`src/design/silc_map.svh`:
```
// register offsets, field positions, reset values and timing counts of the serial line block
`ifndef SILC_MAP_SVH
`define SILC_MAP_SVH
// ==========================================================
// register byte offsets
`define SILC_OFS_CTRL 12'h000
`define SILC_OFS_STAT 12'h004
`define SILC_OFS_TXH 12'h008
`define SILC_OFS_RXH 12'h00C
`define SILC_OFS_BAUD 12'h010
// ==========================================================
// serial_control fields
`define SILC_C_TX_ON 0
`define SILC_C_RX_ON 1
`define SILC_C_RX_IE 2
`define SILC_C_TXE_IE 3
`define SILC_C_TXD_IE 4
`define SILC_C_PAR_EN 5
`define SILC_C_PAR_ODD 6
`define SILC_C_SYNC 7
`define SILC_C_PIN_DIR 8
`define SILC_C_PIN_LVL 9
`define SILC_CTRL_W 10
`define SILC_CTRL_RST 10'h000
// ==========================================================
// serial_status fields
`define SILC_S_RX_FULL 0
`define SILC_S_TX_EMPTY 1
`define SILC_S_TX_DONE 2
`define SILC_S_OVERRUN 3
`define SILC_S_FRAMING 4
`define SILC_S_PARITY 5
`define SILC_S_RX_PIN 6
// ==========================================================
// reset values and timing
`define SILC_BAUD_RST 16'h0019
`define SILC_TXH_RST 8'h00
`define SILC_RXH_RST 8'h00
`define SILC_OVERSAMPLE 16
`define SILC_TICKS_LAST 4'hF
`define SILC_SAMPLE_TICK 4'h7
`endif

```
`src/design/silc_pkg.sv`:
```
// types and shared helpers of the serial line block
package silc_pkg;
  // ==========================================================
  // frame state shared by transmitter and receiver
  typedef enum logic [2:0] {
    SILC_IDLE,
    SILC_START,
    SILC_DATA,
    SILC_PAR,
    SILC_STOP
  } silc_state_t;

  // parity bit for a byte, odd or even
  function automatic logic silc_parity(input logic [7:0] d, input logic odd);
    silc_parity = (^d) ^ odd;
  endfunction
endpackage

```
`src/design/silc_rx.sv`:
```
// receiver with start-edge realignment and mid-bit sampling on the basic clock
`include "silc_map.svh"
module silc_rx (
  input wire logic sys_clk,
  input wire logic rstn,
  input wire logic tick,
  input wire logic rx_on,
  input wire logic rxd_sync,
  input wire logic par_en,
  input wire logic par_odd,
  output logic done,
  output logic [7:0] data,
  output logic frame_err,
  output logic par_err
);
  silc_pkg::silc_state_t st_r;
  logic [3:0] tcnt_r;
  logic [2:0] bit_r;
  logic prev_r;
  logic rearm_r;
  logic [7:0] sh_r;
  logic perr_r;
  wire mid = tick && (tcnt_r == `SILC_SAMPLE_TICK);
  wire bit_end = tick && (tcnt_r == `SILC_TICKS_LAST);
  // a held-low line after a bad stop bit counts as a fresh start
  wire start_seen = tick && !rxd_sync && (prev_r || rearm_r);

  // ==========================================================
  // frame sequencer; disabling only stops it, flags live elsewhere
  always_ff @(posedge sys_clk or negedge rstn) begin
    if (!rstn) begin
      st_r <= silc_pkg::SILC_IDLE;
      tcnt_r <= 4'h0;
      bit_r <= 3'h0;
      prev_r <= 1'b1;
      rearm_r <= 1'b0;
      sh_r <= 8'h00;
      perr_r <= 1'b0;
      done <= 1'b0;
      data <= 8'h00;
      frame_err <= 1'b0;
      par_err <= 1'b0;
    end else begin
      done <= 1'b0;
      if (tick) begin
        prev_r <= rxd_sync;
      end
      if (!rx_on) begin
        st_r <= silc_pkg::SILC_IDLE;
        rearm_r <= 1'b0;
      end else begin
        case (st_r)
          silc_pkg::SILC_IDLE: begin
            if (start_seen) begin
              st_r <= silc_pkg::SILC_START;
              tcnt_r <= 4'h1;
              rearm_r <= 1'b0;
            end
          end
          silc_pkg::SILC_START: begin
            if (tick) begin
              tcnt_r <= tcnt_r + 4'h1;
            end
            if (mid && rxd_sync) begin
              st_r <= silc_pkg::SILC_IDLE; // glitch, not a start bit
            end else if (bit_end) begin
              st_r <= silc_pkg::SILC_DATA;
              bit_r <= 3'h0;
              perr_r <= 1'b0;
            end
          end
          silc_pkg::SILC_DATA: begin
            if (tick) begin
              tcnt_r <= tcnt_r + 4'h1;
            end
            if (mid) begin
              sh_r <= {rxd_sync, sh_r[7:1]};
            end
            if (bit_end) begin
              bit_r <= bit_r + 3'h1;
              if (bit_r == 3'h7) begin
                st_r <= par_en ? silc_pkg::SILC_PAR : silc_pkg::SILC_STOP;
              end
            end
          end
          silc_pkg::SILC_PAR: begin
            if (tick) begin
              tcnt_r <= tcnt_r + 4'h1;
            end
            if (mid) begin
              perr_r <= rxd_sync != silc_pkg::silc_parity(sh_r, par_odd);
            end
            if (bit_end) begin
              st_r <= silc_pkg::SILC_STOP;
            end
          end
          silc_pkg::SILC_STOP: begin
            if (tick) begin
              tcnt_r <= tcnt_r + 4'h1;
            end
            // finish at mid stop bit so the next start edge is never missed
            if (mid) begin
              st_r <= silc_pkg::SILC_IDLE;
              done <= 1'b1;
              data <= sh_r;
              frame_err <= !rxd_sync;
              par_err <= perr_r;
              rearm_r <= !rxd_sync;
            end
          end
          default: begin
            st_r <= silc_pkg::SILC_IDLE;
          end
        endcase
      end
    end
  end
endmodule // silc_rx

```
`src/design/silc_top.sv`:
```
// serial line control: APB registers, flags, requests, transmitter and pin handover
//
// Decided for this implementation: register access over APB and the placing of the registers.
`include "silc_map.svh"
module silc_top (
  input wire logic sys_clk,
  input wire logic rstn,
  input wire logic psel,
  input wire logic penable,
  input wire logic pwrite,
  input wire logic [11:0] paddr,
  input wire logic [31:0] pwdata,
  output logic [31:0] prdata,
  output logic pready,
  output logic pslverr,
  input wire logic rxd_i,
  output logic txd_o,
  output logic txd_oe,
  output logic rx_full_request,
  output logic tx_empty_request,
  output logic tx_done_request,
  output logic rx_fault_request
);
  // ==========================================================
  // registers
  logic [`SILC_CTRL_W-1:0] ctrl_r;
  logic [15:0] baud_r;
  logic [7:0] tx_holding_r;
  logic [7:0] rx_holding_r;
  logic rx_full_flag_r;
  logic tx_empty_flag_r;
  logic tx_done_flag_r;
  logic overrun_flag_r;
  logic framing_flag_r;
  logic parity_flag_r;
  logic rxd_meta_r;
  logic rxd_sync_r;
  logic [15:0] bcnt_r;
  silc_pkg::silc_state_t tst_r;
  logic [3:0] ttck_r;
  logic [2:0] tbit_r;
  logic [7:0] tsh_r;
  logic tline_r;
  logic [31:0] rdata_nxt;
  logic rx_done;
  logic [7:0] rx_data;
  logic rx_ferr;
  logic rx_perr;

  // ==========================================================
  // APB decode; slave always ready, unmapped addresses flag an error
  wire acc = psel && penable;
  wire wr = acc && pwrite;
  wire rd = acc && !pwrite;
  wire hit_ctrl = paddr == `SILC_OFS_CTRL;
  wire hit_stat = paddr == `SILC_OFS_STAT;
  wire hit_txh = paddr == `SILC_OFS_TXH;
  wire hit_rxh = paddr == `SILC_OFS_RXH;
  wire hit_baud = paddr == `SILC_OFS_BAUD;
  wire mapped = hit_ctrl || hit_stat || hit_txh || hit_rxh || hit_baud;
  wire wr_ctrl = wr && hit_ctrl;
  wire wr_stat = wr && hit_stat;
  wire wr_txh = wr && hit_txh;
  wire wr_baud = wr && hit_baud;
  wire rd_rxh = rd && hit_rxh;
  assign pready = 1'b1;
  assign pslverr = acc && !mapped;

  // ==========================================================
  // control fields
  wire tx_on = ctrl_r[`SILC_C_TX_ON];
  wire rx_on = ctrl_r[`SILC_C_RX_ON];
  wire rx_irq_en = ctrl_r[`SILC_C_RX_IE];
  wire tx_empty_irq_en = ctrl_r[`SILC_C_TXE_IE];
  wire tx_done_irq_en = ctrl_r[`SILC_C_TXD_IE];
  wire par_en = ctrl_r[`SILC_C_PAR_EN];
  wire par_odd = ctrl_r[`SILC_C_PAR_ODD];
  wire sync_mode = ctrl_r[`SILC_C_SYNC];
  wire pin_direction_ctl = ctrl_r[`SILC_C_PIN_DIR];
  wire pin_output_level = ctrl_r[`SILC_C_PIN_LVL];
  wire any_err = overrun_flag_r || framing_flag_r || parity_flag_r;

  // ==========================================================
  // status word and read mux
  wire [6:0] serial_status = {rxd_sync_r, parity_flag_r, framing_flag_r,
    overrun_flag_r, tx_done_flag_r, tx_empty_flag_r, rx_full_flag_r};
  always_comb begin
    rdata_nxt = 32'h0000_0000;
    if (hit_ctrl) begin
      rdata_nxt = {22'h000000, ctrl_r};
    end else if (hit_stat) begin
      rdata_nxt = {25'h0000000, serial_status};
    end else if (hit_txh) begin
      rdata_nxt = {24'h000000, tx_holding_r};
    end else if (hit_rxh) begin
      rdata_nxt = {24'h000000, rx_holding_r};
    end else if (hit_baud) begin
      rdata_nxt = {16'h0000, baud_r};
    end
  end
  // read data from a flop, loaded in the setup cycle so it is valid in access
  always_ff @(posedge sys_clk or negedge rstn) begin
    if (!rstn) begin
      prdata <= 32'h0000_0000;
    end else if (psel && !penable && !pwrite) begin
      prdata <= rdata_nxt;
    end
  end

  // ==========================================================
  // software registers
  always_ff @(posedge sys_clk or negedge rstn) begin
    if (!rstn) begin
      ctrl_r <= `SILC_CTRL_RST;
      baud_r <= `SILC_BAUD_RST;
      tx_holding_r <= `SILC_TXH_RST;
    end else begin
      if (wr_ctrl) begin
        ctrl_r <= pwdata[`SILC_CTRL_W-1:0];
      end
      if (wr_baud) begin
        baud_r <= pwdata[15:0];
      end
      if (wr_txh) begin
        tx_holding_r <= pwdata[7:0];
      end
    end
  end

  // ==========================================================
  // receive pin synchroniser, two flops before any use
  always_ff @(posedge sys_clk or negedge rstn) begin
    if (!rstn) begin
      rxd_meta_r <= 1'b1;
      rxd_sync_r <= 1'b1;
    end else begin
      rxd_meta_r <= rxd_i;
      rxd_sync_r <= rxd_meta_r;
    end
  end

  // ==========================================================
  // basic clock: one tick per divisor+1 cycles, sixteen ticks per bit
  // compare with >= so a smaller divisor written mid-count never waits for a counter wrap
  wire tick = bcnt_r >= baud_r;
  always_ff @(posedge sys_clk or negedge rstn) begin
    if (!rstn) begin
      bcnt_r <= 16'h0000;
    end else begin
      bcnt_r <= tick ? 16'h0000 : bcnt_r + 16'h0001;
    end
  end

  silc_rx u_rx (
    .sys_clk(sys_clk),
    .rstn(rstn),
    .tick(tick),
    .rx_on(rx_on),
    .rxd_sync(rxd_sync_r),
    .par_en(par_en),
    .par_odd(par_odd),
    .done(rx_done),
    .data(rx_data),
    .frame_err(rx_ferr),
    .par_err(rx_perr)
  );

  // ==========================================================
  // receive side flags; hardware set wins over software clear
  wire overrun = rx_done && rx_full_flag_r;
  wire rx_take = rx_done && !rx_full_flag_r;
  wire clr_rxf = (wr_stat && !pwdata[`SILC_S_RX_FULL]) || rd_rxh;
  wire clr_ovr = wr_stat && !pwdata[`SILC_S_OVERRUN];
  wire clr_frm = wr_stat && !pwdata[`SILC_S_FRAMING];
  wire clr_par = wr_stat && !pwdata[`SILC_S_PARITY];
  // rx_on is deliberately absent here: turning the receiver off keeps the flags
  always_ff @(posedge sys_clk or negedge rstn) begin
    if (!rstn) begin
      rx_holding_r <= `SILC_RXH_RST;
      rx_full_flag_r <= 1'b0;
      overrun_flag_r <= 1'b0;
      framing_flag_r <= 1'b0;
      parity_flag_r <= 1'b0;
    end else begin
      if (rx_take) begin
        rx_holding_r <= rx_data;
      end
      rx_full_flag_r <= rx_take || overrun || (rx_full_flag_r && !clr_rxf);
      overrun_flag_r <= overrun || (overrun_flag_r && !clr_ovr);
      framing_flag_r <= (rx_take && rx_ferr) || (framing_flag_r && !clr_frm);
      parity_flag_r <= (rx_take && rx_perr) || (parity_flag_r && !clr_par);
    end
  end

  // ==========================================================
  // transmitter start and flags
  wire tx_idle = tst_r == silc_pkg::SILC_IDLE;
  wire tx_load = tx_on && tx_idle && !tx_empty_flag_r && !(sync_mode && any_err);
  wire tx_frame_end = tst_r == silc_pkg::SILC_STOP && tick && ttck_r == `SILC_TICKS_LAST;
  wire set_done = tx_frame_end && tx_empty_flag_r;
  wire clr_done = (wr_stat && !pwdata[`SILC_S_TX_DONE]) || wr_txh || tx_load;
  always_ff @(posedge sys_clk or negedge rstn) begin
    if (!rstn) begin
      tx_empty_flag_r <= 1'b1;
      tx_done_flag_r <= 1'b1;
    end else begin
      tx_empty_flag_r <= tx_load || (tx_empty_flag_r && !wr_txh);
      tx_done_flag_r <= set_done || (tx_done_flag_r && !clr_done);
    end
  end

  // ==========================================================
  // transmit frame; tx_on low throws the frame away at once
  always_ff @(posedge sys_clk or negedge rstn) begin
    if (!rstn) begin
      tst_r <= silc_pkg::SILC_IDLE;
      ttck_r <= 4'h0;
      tbit_r <= 3'h0;
      tsh_r <= 8'h00;
      tline_r <= 1'b1;
    end else if (!tx_on) begin
      tst_r <= silc_pkg::SILC_IDLE;
      ttck_r <= 4'h0;
      tline_r <= 1'b1;
    end else begin
      if (tick && !tx_idle) begin
        ttck_r <= ttck_r + 4'h1;
      end
      case (tst_r)
        silc_pkg::SILC_IDLE: begin
          tline_r <= 1'b1;
          if (tx_load) begin
            tsh_r <= tx_holding_r;
            tst_r <= silc_pkg::SILC_START;
            ttck_r <= 4'h0;
          end
        end
        silc_pkg::SILC_START: begin
          tline_r <= 1'b0;
          if (tick && ttck_r == `SILC_TICKS_LAST) begin
            tst_r <= silc_pkg::SILC_DATA;
            tbit_r <= 3'h0;
          end
        end
        silc_pkg::SILC_DATA: begin
          tline_r <= tsh_r[tbit_r];
          if (tick && ttck_r == `SILC_TICKS_LAST) begin
            tbit_r <= tbit_r + 3'h1;
            if (tbit_r == 3'h7) begin
              tst_r <= par_en ? silc_pkg::SILC_PAR : silc_pkg::SILC_STOP;
            end
          end
        end
        silc_pkg::SILC_PAR: begin
          tline_r <= silc_pkg::silc_parity(tsh_r, par_odd);
          if (tick && ttck_r == `SILC_TICKS_LAST) begin
            tst_r <= silc_pkg::SILC_STOP;
          end
        end
        silc_pkg::SILC_STOP: begin
          tline_r <= 1'b1;
          if (tx_frame_end) begin
            tst_r <= silc_pkg::SILC_IDLE;
          end
        end
        default: begin
          tst_r <= silc_pkg::SILC_IDLE;
        end
      endcase
    end
  end

  // ==========================================================
  // pin ownership: serial line when enabled, else port bits
  assign txd_o = tx_on ? tline_r : pin_output_level;
  assign txd_oe = tx_on ? 1'b1 : pin_direction_ctl;

  // ==========================================================
  // level requests from flag and enable
  assign rx_full_request = rx_full_flag_r && rx_irq_en;
  assign tx_empty_request = tx_empty_flag_r && tx_empty_irq_en;
  assign tx_done_request = tx_done_flag_r && tx_done_irq_en;
  assign rx_fault_request = any_err && rx_irq_en;
endmodule // silc_top

```
`config.mk`:
```
export PLATFORM = sky130hd
export DESIGN_NAME = silc_top
export DESIGN_NICKNAME = d
export VERILOG_FILES = /design/src/design/silc_pkg.sv /design/src/design/silc_rx.sv /design/src/design/silc_top.sv
export VERILOG_INCLUDE_DIRS = /design/src /design/src/design
export SDC_FILE = /design/constraint.sdc
export NUM_CORES = 1
export LEC_CHECK = 0
export ABC_AREA = 1
export CELL_PAD_IN_SITES_DETAIL_PLACEMENT = 0
export CELL_PAD_IN_SITES_GLOBAL_PLACEMENT = 1
export CORE_AREA = 4 4 132 134
export DETAILED_ROUTE_END_ITERATION = 10
export DIE_AREA = 0 0 136 138
export DONT_BUFFER_PORTS = 1
export GPL_ROUTABILITY_DRIVEN = 0
export HOLD_SLACK_MARGIN = 0.1
export PLACE_DENSITY_LB_ADDON = 0.1
export SYNTH_ARGS = -nofsm -noshare
export SYNTH_HDL_FRONTEND = slang
export SYNTH_SLANG_ARGS = --single-unit
```
`constraint.sdc`:
```
create_clock -name sys_clk -period 2 [get_ports sys_clk]
set_input_delay 0.4 -clock sys_clk [delete_from_list [all_inputs] [get_ports sys_clk]]
set_output_delay 0.4 -clock sys_clk [all_outputs]
set_load 0.005 [all_outputs]
```
==> out/summary.md <==
The first global-routing pass estimated 28,200 um of wire. The run gives 48.4% as the share of synthesized area occupied by flip-flops and latches. The netlist uses 46 different library cells. TritonCTS built the clock tree.

Entering global routing, the biggest net connects 134 pins. The die is 136 um wide. The flow ran to the end, but the final reports show violations.

The tools report the number of global-route vias before repair as 5,517. The count of flip-flops with a built-in enable after synthesis is 0, and the power per unit of standard cell area is 741 nW/um^2. The wire length per cell was 15.7 um.

After synthesis the cells add up to 6900 sq um. The core region is 16,300 sq um. The average cell area after synthesis came out at 8.49 sq um.

Buffers placed on the I/O ports in this run total 0. The remaining number of nets flagged by the antenna check after routing is 0, and the count of filler cells inserted in the layout is 1,506. The tools report the final worst clock skew as 0.00833 ns.

The effective utilization at floorplan was 42.3%. The tools report the buffer levels on the longest clock path as 2. The count of state elements after synthesis came out at 133. Along the worst path, the maximum fanout reaches 8.

The later pin in the worst-skew pair is clocked with a latency of 0.42 ns. Final-report setup violation count: 54. The clock net in this run drives a total of 133 sinks. The portion of synthesized cell area occupied by the leading cell type was 45.0%; the post-synthesis to final-layout area growth was 27.1%. Of all cell types, the one taking the most synthesized area is sky130_fd_sc_hd__dfrtp_1.

The post-CTS clock slew at the launch and capture registers of the worst setup and hold paths is 0.06 ns. Yosys attributes the largest share of cell area to sky130_fd_sc_hd__dfrtp_1 (45%), sky130_fd_sc_hd__nand2_1 (9.8%), sky130_fd_sc_hd__o21ai_0 (6.0%). The share of synthesized registers carrying an async set or reset works out to 100%.

At the worst endpoint, the required time is 2.29 ns. After synthesis, the most frequently instantiated cells are sky130_fd_sc_hd__nand2_1 (180), sky130_fd_sc_hd__dfrtp_1 (124), sky130_fd_sc_hd__inv_1 (100). The most common cell in the synthesized netlist is sky130_fd_sc_hd__nand2_1.

In this run the count of I/O pins placed on the die edge is 90. The die height was 138 um; the number of hold buffers added after cts was 1. The part of the cycle the worst path needs was 111%; the final HPWL from detailed placement was 12,300 um. The least setup slack across all paths after layout was -0.215 ns. The type of origin of the critical path was a flip-flop.

For this run, the post-layout net count is 950. The worst setup path is captured at a flip-flop. Among all flip-flop cells after synthesis, the most frequent one is sky130_fd_sc_hd__dfrtp_1. In this run the core area contains 47 standard-cell rows.

The tools report the number of antenna violations at the first check in global routing as 0. The count of final max-slew check failures was 0; the floorplan die area was 18,800 sq um. Timing analysis after detailed placement gives a worst setup slack of -0.276 ns. Summed over all layers, the global routing overflow is 0. The tools report the worst hold margin as -0.323 ns. The post-detailed-routing wire length was 17,400 um; the remaining max-slew budget at the tightest pin was 40.8%. In this run the static leakage power is 4.03 nW.

The number of levels the H-tree was split into is 4, and the slew at the pin with the worst max-slew slack is 0.882 ns. The overall global routing resource usage was 19.0%. The number of vias per cell works out to 4.97. The final route contains 5,518 vias. For the fmax, the log shows 451 MHz. Setup repair after global routing could not meet its margin everywhere.

After technology mapping, the gate count stands at 812. The type of the most critical hold path is input pin to asynchronous set/reset pin. For this run, the number of Yosys warnings is 0.

The checks that failed: negative hold slack, negative setup slack. The time the worst path needs with I/O delays and setup came out at 2.22 ns. Category of the most critical setup path: flip-flop to flip-flop.

The CTS buffer count came out at 17. In this run, the number of DRC markers left after iteration 0 of detailed routing was 276. The first TritonRoute pass finished after 4 iterations.

Total power for the finished layout comes to 6.50 mW. CTS placed an instance of sky130_fd_sc_hd__clkbuf_16 at the clock tree root. The data arrival time of the worst path was 2.51 ns. The tools report the residual DRC count as 0. The number of maximum-capacitance violations is 0, and the final number of hold-violating endpoints is 133. The fraction of layout instances using a drive strength above 1 is 25.7%, and the count of antenna diodes in the layout is 0.

The maximum vdd ir drop is 0.578 mV.
-- logic make-up (layout without fill, tap and decap cells) --
| group | count (synthesis) | in the layout | synth area share, % |
|---|---|---|---|
| buffers and inverters | 140 | 203 | 8.74 |
| XOR/XNOR | 23 | 23 | 2.92 |
| AND/OR/NAND/NOR | 330 | 330 | 21.7 |
| flip-flops | 133 | 133 | 48.4 |
| other | 2 | 17 | 0.109 |
| multiplexers | 15 | 15 | 2.41 |
| adder cells (fa/ha/maj) | 23 | 23 | 4.17 |
| AO/OA/AOI/OAI | 146 | 146 | 11.5 |
-- cell usage in the layout (no fill, tap or decap), drive strengths merged --
cell type,instances
clkinv,5
nand4,7
o221ai,1
dfstp,9
ha,23
bufinv,7
a211oi,5
nand3b,1
dfrtp,124
nand2,189
xnor2,14
mux2,13
o21ai,92
nand3,49
o2111ai,2
nor3b,1
nor2,61
nor3,16
o21a,1
o211ai,4
o22ai,3
and3,1
conb,17
xor2,9
buf,61
or2,3
o31ai,2
nor4,2
a21oi,35
o31a,1
clkbuf,20
mux2i,2
dlygate4sd3,1
clkinvlp,1
inv,108
-- flip-flops by register name, summed over array words and instances, names as in the netlist, 3 cells and up --
name	cells
ttck_r	4
tst_r	3
u_rx.st_r	3
baud_r	16
u_rx.sh_r	8
prdata	16
u_rx.data	8
ctrl_r	10
tbit_r	3
tsh_r	8
tx_holding_r	8
u_rx.bit_r	3
rx_holding_r	8
bcnt_r	16
u_rx.tcnt_r	4
-- final timing paths --
path | startpoint | to | cells past startpoint | slack, ns
worst max-delay path | baud_r[3] | u_rx.sh_r[7] | 17 | -0.22
worst min-delay path | rstn | tst_r[2] | 0 | -0.32
worst max register to register | baud_r[3] | u_rx.sh_r[7] | 17 | -0.22
worst min register to register | rxd_meta_r | rxd_sync_r | 0 | 0.36
max in group asynchronous | rstn | rxd_meta_r | 0 | 2.10
min in group sys_clk | pwdata[4] | baud_r[4] | 2 | 0.12
-- metal layers --
metal / track usage (%) / share of wire [%] / up-vias
met5: 0 / 0 / -
met1: 25.4 / 45 / 2623
met2: 28.9 / 47 / 120
li1: - / - / 2744
met4: 7.27 / 2.5 / 0
met3: 5.81 / 5.8 / 31
-- repair_timing --
item,in CTS,in global routing
pin swaps,14,21
gates resized for setup,106,46
endpoints found under the hold margin,134,133
endpoints found under the setup margin,52,58
cloned,2,0
setup buffers,6,4
-- area by class of cell --
type	count	area, sq um	share of cell area [%]
Tap cell	220	275	3.14
Clock inverter	12	249	2.84
Clock buffer	20	457	5.21
Timing Repair Buffer	62	587	6.70
Inverter	109	425	4.85
Sequential cell	133	3340	38.1
Multi-Input combinational cell	554	3430	39.2
-- critical path, cell delays in order (launching register included) --
cell	delay (ns)
sky130_fd_sc_hd__dfstp_2	0.54
sky130_fd_sc_hd__inv_2	0.05
sky130_fd_sc_hd__ha_4	0.27
sky130_fd_sc_hd__nand2_4	0.05
sky130_fd_sc_hd__nor2_4	0.10
sky130_fd_sc_hd__nor2_2	0.04
sky130_fd_sc_hd__nand2_1	0.06
sky130_fd_sc_hd__nand2_1	0.04
sky130_fd_sc_hd__nand2_1	0.08
sky130_fd_sc_hd__nand2_2	0.07
sky130_fd_sc_hd__nand2_4	0.11
sky130_fd_sc_hd__buf_6	0.12
sky130_fd_sc_hd__nand2_8	0.06
sky130_fd_sc_hd__inv_8	0.11
sky130_fd_sc_hd__nand3_4	0.10
sky130_fd_sc_hd__buf_12	0.18
sky130_fd_sc_hd__nand2_2	0.04
sky130_fd_sc_hd__o21ai_1	0.05
-- where the power goes --
part / total, mW / switching (mW) / leakage [nW] / internal (mW)
sequential: 2.71 / 0.00546 / 1.76 / 2.70
combinational: 0.0875 / 0.0601 / 1.93 / 0.0274
clock: 3.70 / 1.17 / 0.340 / 2.53
-- per-stage QoR --
| step | std cells | hold WS, ns | setup TNS, ns | util (%) | cell area [sq um] |
|---|---|---|---|---|---|
| after global placement | 1065 | 0.108 | -4.64 | 45.7 | 7440 |
| after CTS | 1106 | -0.339 | -5.25 | 52.5 | 8560 |
| after floorplan | 827 | 0.104 | 0 | - | 6950 |
| after detailed placement | 1065 | 0.110 | -6.68 | 45.7 | 7440 |
| final | 1110 | -0.323 | -7.68 | 53.8 | 8760 |
| after global routing | 1110 | -0.351 | -15.16 | 53.8 | 8760 |
No activity file was read; power rests on OpenSTA's default activity.
